File: config.mk
export PLATFORM = sky130hd
export DESIGN_NAME = dtc_top
export DESIGN_NICKNAME = d
export VERILOG_FILES = /design/src/inc/dtc_pkg.sv /design/src/design/dtc_counter.sv /design/src/design/dtc_edge_filter.sv /design/src/design/dtc_top.sv
export SDC_FILE = /design/constraint.sdc
export NUM_CORES = 1
export LEC_CHECK = 0
export ABC_CLOCK_PERIOD_IN_PS = 2880
export BUFFER_PORTS_ARGS = -buffer_cell sky130_fd_sc_hd__clkbuf_2
export CORE_MARGIN = 10
export CORE_UTILIZATION = 40
export DETAILED_ROUTE_END_ITERATION = 10
export HOLD_SLACK_MARGIN = 0.03
export MAX_ROUTING_LAYER = met4
export PLACE_DENSITY = 0.64
export SYNTH_ARGS = -nofsm -noshare
export SYNTH_HDL_FRONTEND = slang
export SYNTH_SLANG_ARGS = --single-unit
File: constraint.sdc
create_clock -name pclk -period 2.88 [get_ports pclk]
set_input_delay 0.144 -clock pclk [delete_from_list [all_inputs] [get_ports pclk]]
set_output_delay 0.144 -clock pclk [all_outputs]
set_load 0.02 [all_outputs]
File: src/inc/dtc_pkg.sv
// Shared constants, field layouts and carrier types of the dual timer block.
package dtc_pkg;

   // Register indices; the APB byte address is four times the index.
   localparam logic [7:0] IDX_NARROW_CTL = 8'h00;
   localparam logic [7:0] IDX_SHARED_MODE = 8'h01;
   localparam logic [7:0] IDX_WIDE_CTL = 8'h02;
   localparam logic [7:0] IDX_SHARED_UPPER = 8'h03;
   localparam logic [7:0] IDX_NARROW_RELOAD = 8'h04;
   localparam logic [7:0] IDX_WIDE_RELOAD_LO = 8'h06;
   localparam logic [7:0] IDX_WIDE_RELOAD_HI = 8'h07;
   localparam logic [7:0] IDX_WIDE_CAPT_LO = 8'h08;
   localparam logic [7:0] IDX_WIDE_CAPT_HI = 8'h09;

   // Field positions of the two timer control registers and the shared upper register.
   localparam int BIT_EN = 7;
   localparam int BIT_SINGLE = 6;
   localparam int BIT_TIMEOUT = 5;
   localparam int BIT_PRE_HI = 4;
   localparam int BIT_PRE_LO = 3;
   localparam int BIT_CAPT_MASK = 2;
   localparam int BIT_TOUT_MASK = 1;
   localparam int BIT_PIN = 0;
   localparam int BIT_IN_SEL = 7;

   // Reset values.
   localparam logic [7:0] MODE_RST = 8'h00;
   localparam logic [7:0] RELOAD8_RST = 8'h00;
   localparam logic [15:0] RELOAD16_RST = 16'h0000;
   localparam logic [1:0] PRE_RST = 2'h0;
   localparam logic [4:0] UPPER_RSVD = 5'h1F;

   // Transmit submode codes.
   localparam logic [1:0] SUB_NORMAL = 2'h0;
   localparam logic [1:0] SUB_PINGPONG = 2'h1;
   localparam logic [1:0] SUB_FORCE0 = 2'h2;
   localparam logic [1:0] SUB_FORCE1 = 2'h3;

   // Output combination codes.
   localparam logic [1:0] FN_AND = 2'h0;
   localparam logic [1:0] FN_OR = 2'h1;
   localparam logic [1:0] FN_NOR = 2'h2;
   localparam logic [1:0] FN_NAND = 2'h3;

   // Glitch widths in system clock cycles for codes 00 to 11.
   localparam logic [3:0] GLITCH_0 = 4'h1;
   localparam logic [3:0] GLITCH_1 = 4'h2;
   localparam logic [3:0] GLITCH_2 = 4'h4;
   localparam logic [3:0] GLITCH_3 = 4'h8;

   typedef struct packed {
      logic demod;
      logic combine;
      logic [1:0] func_sel;
      logic [1:0] submode;
      logic init_narrow;
      logic init_wide;
   } dtc_mode_t;

   typedef struct packed {
      logic rise;
      logic fall;
   } dtc_edge_t;

   function automatic logic dtc_hit(input logic [7:0] addr,
                                    input logic [7:0] idx);
      return addr == {idx[5:0], 2'b00};
   endfunction

   function automatic logic [3:0] dtc_glitch_len(input logic [1:0] sel);
      case (sel)
         2'h0: return GLITCH_0;
         2'h1: return GLITCH_1;
         2'h2: return GLITCH_2;
         default: return GLITCH_3;
      endcase
   endfunction

endpackage
File: src/design/dtc_counter.sv
// Down counter with reload used by both timers.
`timescale 1ns/1ps
`default_nettype none
module dtc_counter
   import dtc_pkg::*;
#(
   parameter int W = 8
) (
   input wire logic pclk,
   input wire logic presetn,
   input wire logic load,
   input wire logic run,
   input wire logic tick,
   input wire logic [W-1:0] reload,
   output logic [W-1:0] count,
   output logic terminal
);
   logic [W-1:0] cnt_ff;
   logic term_ff;

   always_ff @(posedge pclk or negedge presetn) begin
      if (!presetn) begin
         cnt_ff <= '0;
         term_ff <= 1'b0;
      end else begin
         term_ff <= 1'b0;
         if (load) begin
            cnt_ff <= reload;
         end else if (run && tick) begin
            if (cnt_ff == '0) begin
               cnt_ff <= reload;
               term_ff <= 1'b1;
            end else begin
               cnt_ff <= cnt_ff - 1'b1;
            end
         end
      end
   end

   assign count = cnt_ff;
   assign terminal = term_ff;
endmodule
`default_nettype wire

File: src/design/dtc_edge_filter.sv
// Input pin synchroniser, glitch filter and edge detector.
`timescale 1ns/1ps
`default_nettype none
module dtc_edge_filter
   import dtc_pkg::*;
(
   input wire logic pclk,
   input wire logic presetn,
   input wire logic pin_a,
   input wire logic pin_b,
   input wire logic pin_sel,
   input wire logic [1:0] glitch_sel,
   input wire logic [1:0] edge_sel,
   output dtc_edge_t edge_o
);
   logic [1:0] meta_ff;
   logic [1:0] sync_ff;
   logic filt_ff;
   logic [3:0] cnt_ff;
   dtc_edge_t edge_ff;
   logic sel_in;

   always_ff @(posedge pclk or negedge presetn) begin
      if (!presetn) begin
         meta_ff <= 2'h0;
         sync_ff <= 2'h0;
      end else begin
         meta_ff <= {pin_b, pin_a};
         sync_ff <= meta_ff;
      end
   end

   assign sel_in = pin_sel ? sync_ff[1] : sync_ff[0];

   // A level change is accepted only after it holds for the full width.
   always_ff @(posedge pclk or negedge presetn) begin
      if (!presetn) begin
         filt_ff <= 1'b0;
         cnt_ff <= 4'h0;
      end else if (sel_in == filt_ff) begin
         cnt_ff <= 4'h0;
      end else if (cnt_ff + 4'h1 >= dtc_glitch_len(glitch_sel)) begin
         filt_ff <= sel_in;
         cnt_ff <= 4'h0;
      end else begin
         cnt_ff <= cnt_ff + 4'h1;
      end
   end

   always_ff @(posedge pclk or negedge presetn) begin
      if (!presetn) begin
         edge_ff <= '0;
      end else begin
         edge_ff.rise <= edge_sel[0] && sel_in != filt_ff && sel_in &&
                         cnt_ff + 4'h1 >= dtc_glitch_len(glitch_sel);
         edge_ff.fall <= edge_sel[1] && sel_in != filt_ff && !sel_in &&
                         cnt_ff + 4'h1 >= dtc_glitch_len(glitch_sel);
      end
   end

   assign edge_o = edge_ff;
endmodule
`default_nettype wire

File: src/design/dtc_top.sv
// Control registers, counting, edge capture and pin steering of two timers.
//
// Notes on behaviour
// - Wide control bit 7 starts or stops the counter, reads enable, clears.
// - Transmit: reload-select 0 reloads at terminal count, 1 stops there.
// - Demodulation: bit 6 at 0 honours detected edges, at 1 ignores them.
// - Timeout bit 5 sets at terminal count; write 1 clears, write 0 nothing.
// - Bit 2 gates capture interrupt, bit 1 gates timeout interrupt.
// - Prescale bits 4:3 divide by 1,2,4,8; survive stop recovery with mask.
// - Wide control bit 0 routes wide output to its pin, else port data.
// - Edge detector pulses rising or falling line per edge choice bits.
// - Input pulses shorter than the programmed glitch width are discarded.
// - Disabled narrow timer outputs the inverse of its initial level bit.
// - Ping-pong: hardware alternates the two enables at terminal count.
// - Narrow control bit 0 routes narrow output to its pin.
// - Shared bit 6 puts a combination of both outputs on a third pin in transmit mode only.
// - Transmit combination field selects AND, OR, NOR or NAND.
// - Normal submode ends ping-pong; 10 forces wide output low, 11 high.
// - Wide output starts at its initial level, holds opposite when idle.
`timescale 1ns/1ps
`default_nettype none
module dtc_top
   import dtc_pkg::*;
(
   input wire logic pclk,
   input wire logic presetn,
   input wire logic psel,
   input wire logic penable,
   input wire logic pwrite,
   input wire logic [7:0] paddr,
   input wire logic [31:0] pwdata,
   output logic [31:0] prdata,
   output logic pready,
   output logic pslverr,
   input wire logic stop_recovery,
   input wire logic capture_input_pin_a,
   input wire logic capture_input_pin_b,
   input wire logic port_narrow_data,
   input wire logic port_wide_data,
   input wire logic port_combined_data,
   output logic narrow_output_pin,
   output logic wide_output_pin,
   output logic combined_output_pin,
   output logic wide_capture_irq,
   output logic wide_timeout_irq
);
   logic prdy_ff;
   logic perr_ff;
   logic [31:0] prdata_ff;
   logic n_en_ff, n_single_ff, n_tout_ff, n_pin_ff;
   logic w_en_ff, w_single_ff, w_tout_ff, w_capm_ff, w_toutm_ff, w_pin_ff;
   logic [1:0] w_pre_ff;
   logic in_sel_ff;
   logic n_en_q_ff, w_en_q_ff;
   logic [7:0] n_reload_ff;
   logic [15:0] w_reload_ff;
   logic [15:0] w_capt_ff;
   logic [2:0] pre_cnt_ff;
   logic narrow_out_ff, wide_out_ff;
   logic n_pin_out_ff, w_pin_out_ff, c_pin_out_ff;
   logic w_capt_irq_ff, w_tout_irq_ff;
   dtc_mode_t mode_ff;
   dtc_mode_t nxt_mode;
   dtc_edge_t edge_s;
   logic wr, wr_nctl, wr_mode, wr_wctl;
   logic n_start, w_start, n_term, w_term, w_tick;
   logic pingpong, edge_ok, combo;
   logic [15:0] w_count;
   logic [2:0] pre_mask;

   // Writes commit at the access edge, the only edge at which the slave drives pready.
   assign wr = psel && penable && pwrite && prdy_ff;
   assign wr_nctl = wr && dtc_hit(paddr, IDX_NARROW_CTL);
   assign wr_mode = wr && dtc_hit(paddr, IDX_SHARED_MODE);
   assign wr_wctl = wr && dtc_hit(paddr, IDX_WIDE_CTL);
   assign n_start = n_en_ff && !n_en_q_ff;
   assign w_start = w_en_ff && !w_en_q_ff;
   assign pingpong = !mode_ff.demod && mode_ff.submode == SUB_PINGPONG;
   assign edge_ok = mode_ff.demod && !w_single_ff && w_en_ff &&
                    (edge_s.rise || edge_s.fall);

   // APB slave: no wait state; read data comes from a flop loaded in the setup phase.
   always_ff @(posedge pclk or negedge presetn) begin
      if (!presetn) begin
         prdy_ff <= 1'b0;
         perr_ff <= 1'b0;
         prdata_ff <= 32'h0000_0000;
      end else begin
         prdy_ff <= psel && !penable;
         perr_ff <= 1'b0;
         if (psel && !penable) begin
            prdata_ff <= 32'h0000_0000;
            if (dtc_hit(paddr, IDX_NARROW_CTL)) begin
               prdata_ff[7:0] <= {n_en_ff, n_single_ff, n_tout_ff, 4'h0,
                                  n_pin_ff};
            end else if (dtc_hit(paddr, IDX_SHARED_MODE)) begin
               prdata_ff[7:0] <= mode_ff;
            end else if (dtc_hit(paddr, IDX_WIDE_CTL)) begin
               prdata_ff[7:0] <= {w_en_ff, w_single_ff, w_tout_ff, w_pre_ff,
                                  w_capm_ff, w_toutm_ff, w_pin_ff};
            end else if (dtc_hit(paddr, IDX_SHARED_UPPER)) begin
               prdata_ff[7:0] <= {in_sel_ff, 2'h0, UPPER_RSVD};
            end else if (dtc_hit(paddr, IDX_NARROW_RELOAD)) begin
               prdata_ff[7:0] <= n_reload_ff;
            end else if (dtc_hit(paddr, IDX_WIDE_RELOAD_LO)) begin
               prdata_ff[7:0] <= w_reload_ff[7:0];
            end else if (dtc_hit(paddr, IDX_WIDE_RELOAD_HI)) begin
               prdata_ff[7:0] <= w_reload_ff[15:8];
            end else if (dtc_hit(paddr, IDX_WIDE_CAPT_LO)) begin
               prdata_ff[7:0] <= w_capt_ff[7:0];
            end else if (dtc_hit(paddr, IDX_WIDE_CAPT_HI)) begin
               prdata_ff[7:0] <= w_capt_ff[15:8];
            end else begin
               perr_ff <= 1'b1;
            end
         end
      end
   end

   // Enables: hardware hand-over first, a software write in the same cycle
   // overrides it so that an explicit stop is never undone.
   always_ff @(posedge pclk or negedge presetn) begin
      if (!presetn) begin
         n_en_ff <= 1'b0;
         w_en_ff <= 1'b0;
      end else if (stop_recovery) begin
         n_en_ff <= 1'b0;
         w_en_ff <= 1'b0;
      end else begin
         if (pingpong && n_term && n_en_ff) begin
            n_en_ff <= 1'b0;
            w_en_ff <= 1'b1;
         end else if (pingpong && w_term && w_en_ff) begin
            w_en_ff <= 1'b0;
            n_en_ff <= 1'b1;
         end else begin
            if (n_term && n_single_ff) begin
               n_en_ff <= 1'b0;
            end
            if (!mode_ff.demod && w_term && w_single_ff) begin
               w_en_ff <= 1'b0;
            end
         end
         if (wr_nctl) begin
            n_en_ff <= pwdata[BIT_EN];
         end
         if (wr_wctl) begin
            w_en_ff <= pwdata[BIT_EN];
         end
      end
   end

   always_ff @(posedge pclk or negedge presetn) begin
      if (!presetn) begin
         n_en_q_ff <= 1'b0;
         w_en_q_ff <= 1'b0;
      end else begin
         n_en_q_ff <= n_en_ff;
         w_en_q_ff <= w_en_ff;
      end
   end

   // Plain control fields. Prescale and capture mask keep their value
   // through stop recovery; everything else returns to reset.
   always_ff @(posedge pclk or negedge presetn) begin
      if (!presetn) begin
         n_single_ff <= 1'b0;
         n_pin_ff <= 1'b0;
         w_single_ff <= 1'b0;
         w_toutm_ff <= 1'b0;
         w_pin_ff <= 1'b0;
         in_sel_ff <= 1'b0;
         w_pre_ff <= PRE_RST;
         w_capm_ff <= 1'b0;
      end else begin
         if (stop_recovery) begin
            n_single_ff <= 1'b0;
            n_pin_ff <= 1'b0;
            w_single_ff <= 1'b0;
            w_toutm_ff <= 1'b0;
            w_pin_ff <= 1'b0;
            in_sel_ff <= 1'b0;
         end else begin
            if (wr_nctl) begin
               n_single_ff <= pwdata[BIT_SINGLE];
               n_pin_ff <= pwdata[BIT_PIN];
            end
            if (wr_wctl) begin
               w_single_ff <= pwdata[BIT_SINGLE];
               w_toutm_ff <= pwdata[BIT_TOUT_MASK];
               w_pin_ff <= pwdata[BIT_PIN];
               w_pre_ff <= pwdata[BIT_PRE_HI:BIT_PRE_LO];
               w_capm_ff <= pwdata[BIT_CAPT_MASK];
            end
            if (wr && dtc_hit(paddr, IDX_SHARED_UPPER)) begin
               in_sel_ff <= pwdata[BIT_IN_SEL];
            end
         end
      end
   end

   // Timeout flags: a terminal count in the clearing cycle keeps the flag.
   always_ff @(posedge pclk or negedge presetn) begin
      if (!presetn) begin
         n_tout_ff <= 1'b0;
         w_tout_ff <= 1'b0;
      end else if (stop_recovery) begin
         n_tout_ff <= 1'b0;
         w_tout_ff <= 1'b0;
      end else begin
         n_tout_ff <= n_term ||
                      (n_tout_ff && !(wr_nctl && pwdata[BIT_TIMEOUT]));
         w_tout_ff <= w_term ||
                      (w_tout_ff && !(wr_wctl && pwdata[BIT_TIMEOUT]));
      end
   end

   // In demodulation the two low bits are edge flags: set by hardware,
   // cleared by writing 1, with the set winning.
   always_comb begin
      nxt_mode = mode_ff;
      if (wr_mode) begin
         nxt_mode = dtc_mode_t'(pwdata[7:0]);
         if (mode_ff.demod) begin
            nxt_mode.init_narrow = mode_ff.init_narrow && !pwdata[1];
            nxt_mode.init_wide = mode_ff.init_wide && !pwdata[0];
         end
      end
      if (mode_ff.demod) begin
         nxt_mode.init_narrow = nxt_mode.init_narrow || edge_s.rise;
         nxt_mode.init_wide = nxt_mode.init_wide || edge_s.fall;
      end
   end

   always_ff @(posedge pclk or negedge presetn) begin
      if (!presetn) begin
         mode_ff <= dtc_mode_t'(MODE_RST);
      end else if (stop_recovery) begin
         mode_ff <= dtc_mode_t'(MODE_RST);
      end else begin
         mode_ff <= nxt_mode;
      end
   end

   always_ff @(posedge pclk or negedge presetn) begin
      if (!presetn) begin
         n_reload_ff <= RELOAD8_RST;
         w_reload_ff <= RELOAD16_RST;
      end else begin
         if (wr && dtc_hit(paddr, IDX_NARROW_RELOAD)) begin
            n_reload_ff <= pwdata[7:0];
         end
         if (wr && dtc_hit(paddr, IDX_WIDE_RELOAD_LO)) begin
            w_reload_ff[7:0] <= pwdata[7:0];
         end
         if (wr && dtc_hit(paddr, IDX_WIDE_RELOAD_HI)) begin
            w_reload_ff[15:8] <= pwdata[7:0];
         end
      end
   end

   // Prescaler for the wide timer: one tick every 1, 2, 4 or 8 clocks.
   assign pre_mask = 3'((4'h1 << w_pre_ff) - 4'h1);
   assign w_tick = (pre_cnt_ff & pre_mask) == 3'h0;

   always_ff @(posedge pclk or negedge presetn) begin
      if (!presetn) begin
         pre_cnt_ff <= 3'h0;
      end else if (!w_en_ff || w_start) begin
         pre_cnt_ff <= 3'h1;
      end else begin
         pre_cnt_ff <= pre_cnt_ff + 3'h1;
      end
   end

   dtc_counter #(.W(8)) u_narrow (
      .pclk(pclk),
      .presetn(presetn),
      .load(n_start),
      .run(n_en_ff),
      .tick(1'b1),
      .reload(n_reload_ff),
      .count(),
      .terminal(n_term)
   );

   dtc_counter #(.W(16)) u_wide (
      .pclk(pclk),
      .presetn(presetn),
      .load(w_start || edge_ok),
      .run(w_en_ff),
      .tick(w_tick),
      .reload(w_reload_ff),
      .count(w_count),
      .terminal(w_term)
   );

   dtc_edge_filter u_edge (
      .pclk(pclk),
      .presetn(presetn),
      .pin_a(capture_input_pin_a),
      .pin_b(capture_input_pin_b),
      .pin_sel(in_sel_ff),
      .glitch_sel(mode_ff.demod ? mode_ff.submode : 2'h0),
      .edge_sel(mode_ff.demod ? mode_ff.func_sel : 2'h0),
      .edge_o(edge_s)
   );

   // Capture holds the remaining count at each honoured edge.
   always_ff @(posedge pclk or negedge presetn) begin
      if (!presetn) begin
         w_capt_ff <= 16'h0000;
      end else if (edge_ok) begin
         w_capt_ff <= w_count;
      end
   end

   // Timer outputs.
   always_ff @(posedge pclk or negedge presetn) begin
      if (!presetn) begin
         narrow_out_ff <= 1'b1;
      end else if (!n_en_ff) begin
         narrow_out_ff <= !mode_ff.init_narrow;
      end else if (n_start) begin
         narrow_out_ff <= mode_ff.init_narrow;
      end else if (n_term) begin
         narrow_out_ff <= !narrow_out_ff;
      end
   end

   always_ff @(posedge pclk or negedge presetn) begin
      if (!presetn) begin
         wide_out_ff <= 1'b1;
      end else if (!mode_ff.demod && mode_ff.submode == SUB_FORCE0) begin
         wide_out_ff <= 1'b0;
      end else if (!mode_ff.demod && mode_ff.submode == SUB_FORCE1) begin
         wide_out_ff <= 1'b1;
      end else if (!w_en_ff) begin
         wide_out_ff <= !mode_ff.init_wide;
      end else if (w_start) begin
         wide_out_ff <= mode_ff.init_wide;
      end else if (w_term) begin
         wide_out_ff <= !wide_out_ff;
      end
   end

   always_comb begin
      case (mode_ff.func_sel)
         FN_AND: combo = narrow_out_ff && wide_out_ff;
         FN_OR: combo = narrow_out_ff || wide_out_ff;
         FN_NOR: combo = !(narrow_out_ff || wide_out_ff);
         default: combo = !(narrow_out_ff && wide_out_ff);
      endcase
   end

   // Pins and interrupt requests; all registered for clean edges.
   always_ff @(posedge pclk or negedge presetn) begin
      if (!presetn) begin
         n_pin_out_ff <= 1'b0;
         w_pin_out_ff <= 1'b0;
         c_pin_out_ff <= 1'b0;
         w_capt_irq_ff <= 1'b0;
         w_tout_irq_ff <= 1'b0;
      end else begin
         n_pin_out_ff <= n_pin_ff ? narrow_out_ff : port_narrow_data;
         w_pin_out_ff <= w_pin_ff ? wide_out_ff : port_wide_data;
         c_pin_out_ff <= (mode_ff.combine && !mode_ff.demod) ? combo :
                         port_combined_data;
         w_capt_irq_ff <= edge_ok && w_capm_ff;
         w_tout_irq_ff <= w_term && w_toutm_ff;
      end
   end

   assign prdata = prdata_ff;
   assign pready = prdy_ff;
   assign pslverr = perr_ff;
   assign narrow_output_pin = n_pin_out_ff;
   assign wide_output_pin = w_pin_out_ff;
   assign combined_output_pin = c_pin_out_ff;
   assign wide_capture_irq = w_capt_irq_ff;
   assign wide_timeout_irq = w_tout_irq_ff;
endmodule
`default_nettype wire

==> reports/summary.txt, run 1 <==
setup slack after layout = 496 ps
crit path max fanout = 7
hold path startpoint = pwdata[2]
Yosys top cell area share = 45.0%
Seq/Total Area, Yosys = 45.8%
register-to-register setup slack = 500 ps
clock root cell = clkbuf_16
status = finished clean
synthesized area per cell = 10.2 um^2
r2r startpoint = u_wide.count[0]
placed insts = 878
Vias = 5350
dominant cells by area after synthesis = dfrtp_1 (45%), mux2_2 (7.9%), mux2i_1 (3.7%)
Starting DRT DRC Count = 559
switching part of the total = 22.8%
fmax = 0.419 GHz
row count = 46
Worst Clk Skew = 8.02 ps
post-layout util = 47.1%
Required @ worst endpoint = 3180 ps
Mapped Cells = 645
critical path class = register to register
Worst-Margin Slew = 936 ps
Core Region = 0.0160 mm^2
Final Wtd Congestion = 0.900
gr ovfl total = 0
initial antenna violation count = 1
multiplexer share of the synthesized area = 11.6%
CTS tree = yes
worst setup path startpoint = u_wide.count[0]
hold path cells = 3
I/O pins = 90
RR Endpoint = u_wide.count[12]
nets@finish = 748
Total GRT Usage = 16.8%
final clock period utilization by the worst path = 82.8%
Routed Antenna Nets = 0
Final Power = 0.00419 W
Synth Warn # = 0
first drt pass iteration count = 6
Synth Cell Area = 0.00656 mm^2
first-pass GRT wire length = 28.3 mm
Filler Cell Count = 1510
setup TNS = 0 ps
CP endpoint kind = register
Slew headroom = 37.4%
Final Hold Viols = 0
Synth Area in Compound Gates = 16.6%
Multi-input gate area = 0.00323 mm^2
xor-xnor portion of the synthesized cell area = 0.801%
number of global-route vias before repair = 5262
area grow syn2layout = 15.0%
Main synth FF type = dfrtp_1
EDFF count, synth = 0
CTS Buf Count = 17
Post-Synth Simple-Gate Area = 16.9%
die area = 0.0219 mm^2
dominant cell type by area after synthesis = dfrtp_1
Post-route DRC = 0
wire per inst = 19.4 um
leakage power = 3.41 nW
CTS Buffer Depth = 2
largest family of logic cells by synthesized area = simple AND/OR/NAND/NOR gates
H-tree level count = 4
clock-pin slew on the worst setup and hold paths = 50 ps
Internal Power = 0.00323 W
largest net degree at the start of global routing = 64
WP data arrival = 2680 ps
share of layout cells above drive strength 1 = 21.5%
routed vias/inst = 5.84
initial core utilization = 41.0%
combinational power share = 6.7%
total setup buffers inserted after CTS = 0
clk_lat worst skew = 420 ps
P_sw = 0.000956 W
endpoints failing setup = 0
peak supply drop = 0.444 mV
Hold Crit Class = input pin to register
register area = 0.00301 mm^2
number of max-cap violations = 0
final std cells w/o fill = 916
FFs w/ async S/R, synth = 100%
minimum clock period = 2380 ps
clock share of power = 52.2%
Yosys reg bits = 120
RSZ-0062 raised after global routing = false
Pins Over Slew Limit = 0
Seq pwr share = 41.1%
Worst Setup Start Kind = register
Hold EP = mode_ff[2]
port buffer count = 41
clock sinks = 120
power per cell area = 555 mW/mm^2
FF-to-FF path depth = 7
Die H = 148 um
Post-Synth Adder-Cell Area = 1.91%
DP Worst Slack = 540 ps
count of cell types in the netlist = 77
die extent in x = 148 um
hpwl dp = 12.8 mm
Routed WL = 17.8 mm
-- flip-flops by register name, indices dropped and copies added, names as in the netlist, 2 cells and up --
register and count:
w_pre_ff 2, w_capt_ff 16, u_edge.cnt_ff 4, n_reload_ff 8, prdata 8, u_edge.edge_o 2
pre_cnt_ff 3, mode_ff 8, u_wide.count 16, u_edge.sync_ff 2, u_edge.meta_ff 2, w_reload_ff 16
u_narrow.count 8
-- critical path, cell delays in order, from the launching register on --
cell and delay, ps:
dfrtp_1 390, inv_1 150, ha_1 220, or3b_1 510, nor4_4 400, nand3_1 120, mux2_2 270, o22a_1 200
-- cell usage after synthesis (all sizes together) (13+ instances only) --
cell    number
dfrtp      118
nand2       47
mux2        46
nor2        44
o21ai       42
buf         40
a21oi       39
nand3       34
mux2i       24
inv         20
clkbuf      17
nor3        13
-- timing repair --
item                      CTS  global route
hold buffers                6             0
hold endpoints to repair   60             0
resized for setup           0             0
-- area by class of cell --
class / instances / area share (%)
Clock inverter: 7 / 1.54
Sequential cell: 120 / 39.8
Timing Repair Buffer: 57 / 4.71
Antenna cell: 1 / 0.0332
Tap cell: 216 / 3.58
Multi-Input combinational cell: 471 / 42.8
Inverter: 20 / 0.995
Clock buffer: 24 / 6.52
-- stage by stage --
step | instance area, um^2 | hold WS, ps
floorplan | 6650 | -152
global placement | 6870 | 257
detailed placement | 6870 | 258
CTS | 7540 | 67.2
global route | 7540 | 89.8
finish | 7540 | 86.5
-- power groups by stage --
stage          Clock [W]  Sequential [W]  Combinational [W]
2_1_floorplan          0         0.00176           0.000164
3_3_place_gp           0         0.00175           0.000267
3_5_place_dp           0         0.00175           0.000271
4_1_cts          0.00222         0.00172           0.000280
5_1_grt          0.00229         0.00172           0.000308
6_report         0.00219         0.00172           0.000281
-- layout by cell type (no fill, tap or decap), types with 4 or more instances in the layout --
| master | n |
|---|---|
| dfrtp_1 | 118 |
| nand2_1 | 46 |
| mux2_2 | 46 |
| nor2_1 | 43 |
| o21ai_0 | 40 |
| clkbuf_2 | 40 |
| a21oi_1 | 37 |
| nand3_1 | 33 |
| mux2i_1 | 24 |
| conb_1 | 24 |
| inv_1 | 19 |
| clkbuf_16 | 17 |
| nor3_1 | 12 |
| ha_1 | 10 |
| buf_4 | 10 |
| a31oi_1 | 9 |
| nand2b_1 | 8 |
| o22ai_1 | 8 |
| o2bb2ai_1 | 8 |
| nand4_1 | 7 |
| and3_1 | 7 |
| nor2b_1 | 6 |
| nor4_1 | 6 |
| o211ai_1 | 6 |
| dlygate4sd3_1 | 6 |
| a22oi_1 | 5 |
| a221oi_1 | 5 |
| xnor2_1 | 4 |
| a21o_1 | 4 |
| clkbuf_8 | 4 |
-- logic make-up after synthesis --
group	Yosys count
and+or+nand+nor	200
AOI/OAI and AO/OA	161
DFF	120
buffers and inverters	77
muxes	70
adders and majority gates	10
xor gates and xnor gates	6
other	1
-- routing by layer --
| metal | share of wire, % | vias to the layer above | wire [um] | track usage [%] |
|---|---|---|---|---|
| met5 | 0 | - | 0 | - |
| met4 | 2.2 | 0 | 397 | 6.49 |
| met1 | 45 | 2657 | 7910 | 21.2 |
| li1 | - | 2406 | - | - |
| met3 | 8.4 | 30 | 1500 | 5.16 |
| met2 | 45 | 257 | 7960 | 24.7 |
-- how the worst max path moves through the flow --
| stage | end | slack (ps) | depth (start not counted) |
|---|---|---|---|
| detailed placement | u_wide.count[12] | 540 | 7 |
| finish | u_wide.count[12] | 500 | 7 |
| CTS | u_wide.count[12] | 520 | 7 |
| global route | u_wide.count[15] | 320 | 7 |
| global placement | u_wide.count[12] | 610 | 7 |
| floorplan | u_wide.count[14] | 760 | 8 |
(Power assumes the default switching activity.)
==> inputs of run 2 (changes only) <==
- ABC_AREA: default -> 1
- ABC_CLOCK_PERIOD_IN_PS: 2880 -> 2200
- clock period: 2.88 -> 2.2 ns (I/O delays scaled with it)
==> reports/summary.txt, run 2 <==
RR Endpoint = u_edge.edge_o[0]
endpoints failing setup = 0
first drt pass iteration count = 6
total setup buffers inserted after CTS = 0
Post-route DRC = 0
CTS tree = yes
Most common cell on crit path = inv_1
EDFF count, synth = 0
Post-Synth Simple-Gate Area = 22.6%
register-to-register setup slack = 360 ps
Final Hold Viols = 0
CTS Buffer Depth = 2
share of layout cells above drive strength 1 = 13.8%
xor-xnor portion of the synthesized cell area = 1.95%
Routed Antenna Nets = 0
clock root cell = clkbuf_16
minimum clock period = 1840 ps
synthesized area per cell = 7.99 um^2
Setup crit end = u_edge.edge_o[0]
H-tree level count = 4
Seq/Total Area, Yosys = 47.9%
critical path, cell by cell = ha_1, ha_1, inv_1, nor2_1, o211ai_1, nand3_1, nand2_1, inv_1, nand4_1, inv_1
Slew headroom = 57.3%
FFs w/ async S/R, synth = 100%
wire per inst = 15.8 um
top cells by count, synth = nand2_1 (188), dfrtp_1 (118), inv_1 (95)
Filler Cell Count = 1541
final std cells w/o fill = 1075
Mapped Cells = 786
RSZ-0062 raised after global routing = false
Worst Setup Start Kind = register
clk_lat worst skew = 420 ps
Vias = 5408
hpwl dp = 12.5 mm
peak supply drop = 0.629 mV
FF-to-FF path depth = 10
nets@finish = 912
clock-pin slew on the worst setup and hold paths = 50 ps
Buf/Inv on CP = 3
clock sinks = 120
Critical-path top delay cell = dfrtp_1
routed vias/inst = 5.03
die extent in x = 145 um
Pins Over Slew Limit = 0
dominant cell type by area after synthesis = dfrtp_1
Yosys reg bits = 120
Hold Crit Class = input pin to register
count of cell types in the netlist = 42
Synth Area in Compound Gates = 14.3%
Worst-Margin Slew = 641 ps
status = finished clean
initial core utilization = 41.0%
multiplexer share of the synthesized area = 0.518%
number of global-route vias before repair = 5205
number of max-cap violations = 0
commonest non-fill, non-tap cells in the layout = nand2_1 (188), dfrtp_1 (118), inv_1 (95)
Metal-1 WL = 7.21 mm
WP data arrival = 2150 ps
Crit. path cell count = 10
n_diodes = 0
Critical Path Max Stage Delay = 410 ps
initial antenna violation count = 0
Synth Cell Area = 0.00628 mm^2
r2r startpoint = u_edge.cnt_ff[0]
first-pass GRT wire length = 27.4 mm
commonest non-fill, non-tap cell in the layout = nand2_1
Worst Clk Skew = 11.2 ps
largest family of logic cells by synthesized area = simple AND/OR/NAND/NOR gates
Post-Synth Adder-Cell Area = 1.99%
Routed WL = 17.0 mm
top sig layer = met4
Resized cells post-CTS = 0
die area = 0.0211 mm^2
I/O pins = 90
CP delay by family, top = adder cells
Core Region = 0.0153 mm^2
Total GRT Usage = 16.7%
largest net degree at the start of global routing = 47
power per cell area = 813 mW/mm^2
met3 wire len = 1.02 mm
leakage power = 3.63 nW
Main synth FF type = dfrtp_1
row count = 45
metal2 WL = 8.25 mm
crit path max fanout = 4
placed insts = 1033
Die H = 145 um
area grow syn2layout = 17.3%
CP endpoint kind = register
Yosys top cell area share = 47.0%
gr ovfl total = 0
worst setup path startpoint = u_edge.cnt_ff[0]
Final Wtd Congestion = 0.925
Synth Warn # = 0
Starting DRT DRC Count = 400
port buffer count = 41
critical path class = register to register
Required @ worst endpoint = 2510 ps
fmax = 0.543 GHz
most frequent cell after synthesis = nand2_1
setup TNS = 0 ps
final clock period utilization by the worst path = 83.7%
CTS Buf Count = 17
Final Power = 0.00599 W
dominant cells by area after synthesis = dfrtp_1 (47%), nand2_1 (11%), inv_1 (5.7%)
[run 2: changes by cell type after synthesis, sizes merged, moves of 10 or more]
| cell | previous run | this run |
|---|---|---|
| nor2 | 44 | 70 |
| nand2 | 47 | 193 |
| inv | 20 | 103 |
| clkbuf | 17 | 7 |
| o21ai | 42 | 98 |
| mux2i | 24 | 1 |
| mux2 | 46 | 2 |
[run 2: through the flow]
step	hold WS, ps	worst slack (ps)	utilization, %	cell area, um^2
6_report	79.2	359	48.1	7360
5_1_grt	73.5	152	48.1	7360
4_1_cts	67.1	356	48.1	7360
3_5_place_dp	177	363	43.5	6660
3_3_place_gp	182	390	43.5	6660
2_1_floorplan	-186	408	-	6360
[run 2: layout make-up]
class                   instances  area [um^2]  share of cell area (%)
clock buffers                  23          478                    6.49
inverters                     105          394                    5.35
clock inverters                 9          123                    1.67
repair buffers                 63          410                    5.57
multi-input cells             544         2690                    36.5
flip-flops and latches        120         3010                    40.8
well taps                     211          264                    3.59
[run 2: repair_timing]
| item | CTS | global route |
|---|---|---|
| hold buffers | 10 | 0 |
| endpoints found under the hold margin | 54 | 0 |
| endpoints found under the setup margin | 0 | 0 |
[run 2: logic make-up after synthesis]
| family | after synthesis |
|---|---|
| simple gates | 330 |
| compound gates | 163 |
| flops | 120 |
| other cells | 1 |
| mux | 3 |
| xor+xnor | 14 |
| fa+ha+maj | 10 |
| buf+inv | 145 |
[run 2: worst min path at each step]
stage,start,end,slack (ps),cells after the start
finish,pwdata[7],w_reload_ff[7],80,3
detailed placement,presetn,u_wide.count[10],180,1
global route,pwdata[7],w_reload_ff[7],70,3
CTS,pwdata[7],w_reload_ff[7],70,3
global placement,presetn,u_wide.count[10],180,1
floorplan,presetn,combined_output_pin,-190,0
[run 2: worst min-delay path: stages]
cell and delay, ps:
clkbuf_2 70, inv_1 110, o21ai_1 160
[run 2: per-layer routing]
| metal | up-vias | global-route usage [%] |
|---|---|---|
| li1 | 2654 | - |
| met1 | 2552 | 19.8 |
| met2 | 160 | 26.5 |
| met3 | 42 | 4.25 |
| met4 | 0 | 6.83 |
| met5 | - | - |
[run 2: report_power, final]
group          internal, W  switching (W)  leakage, nW
Combinational     0.000253       0.000511         1.71
Sequential         0.00230      0.0000821         1.63
Clock              0.00186       0.000984        0.297
Total              0.00441        0.00158         3.63
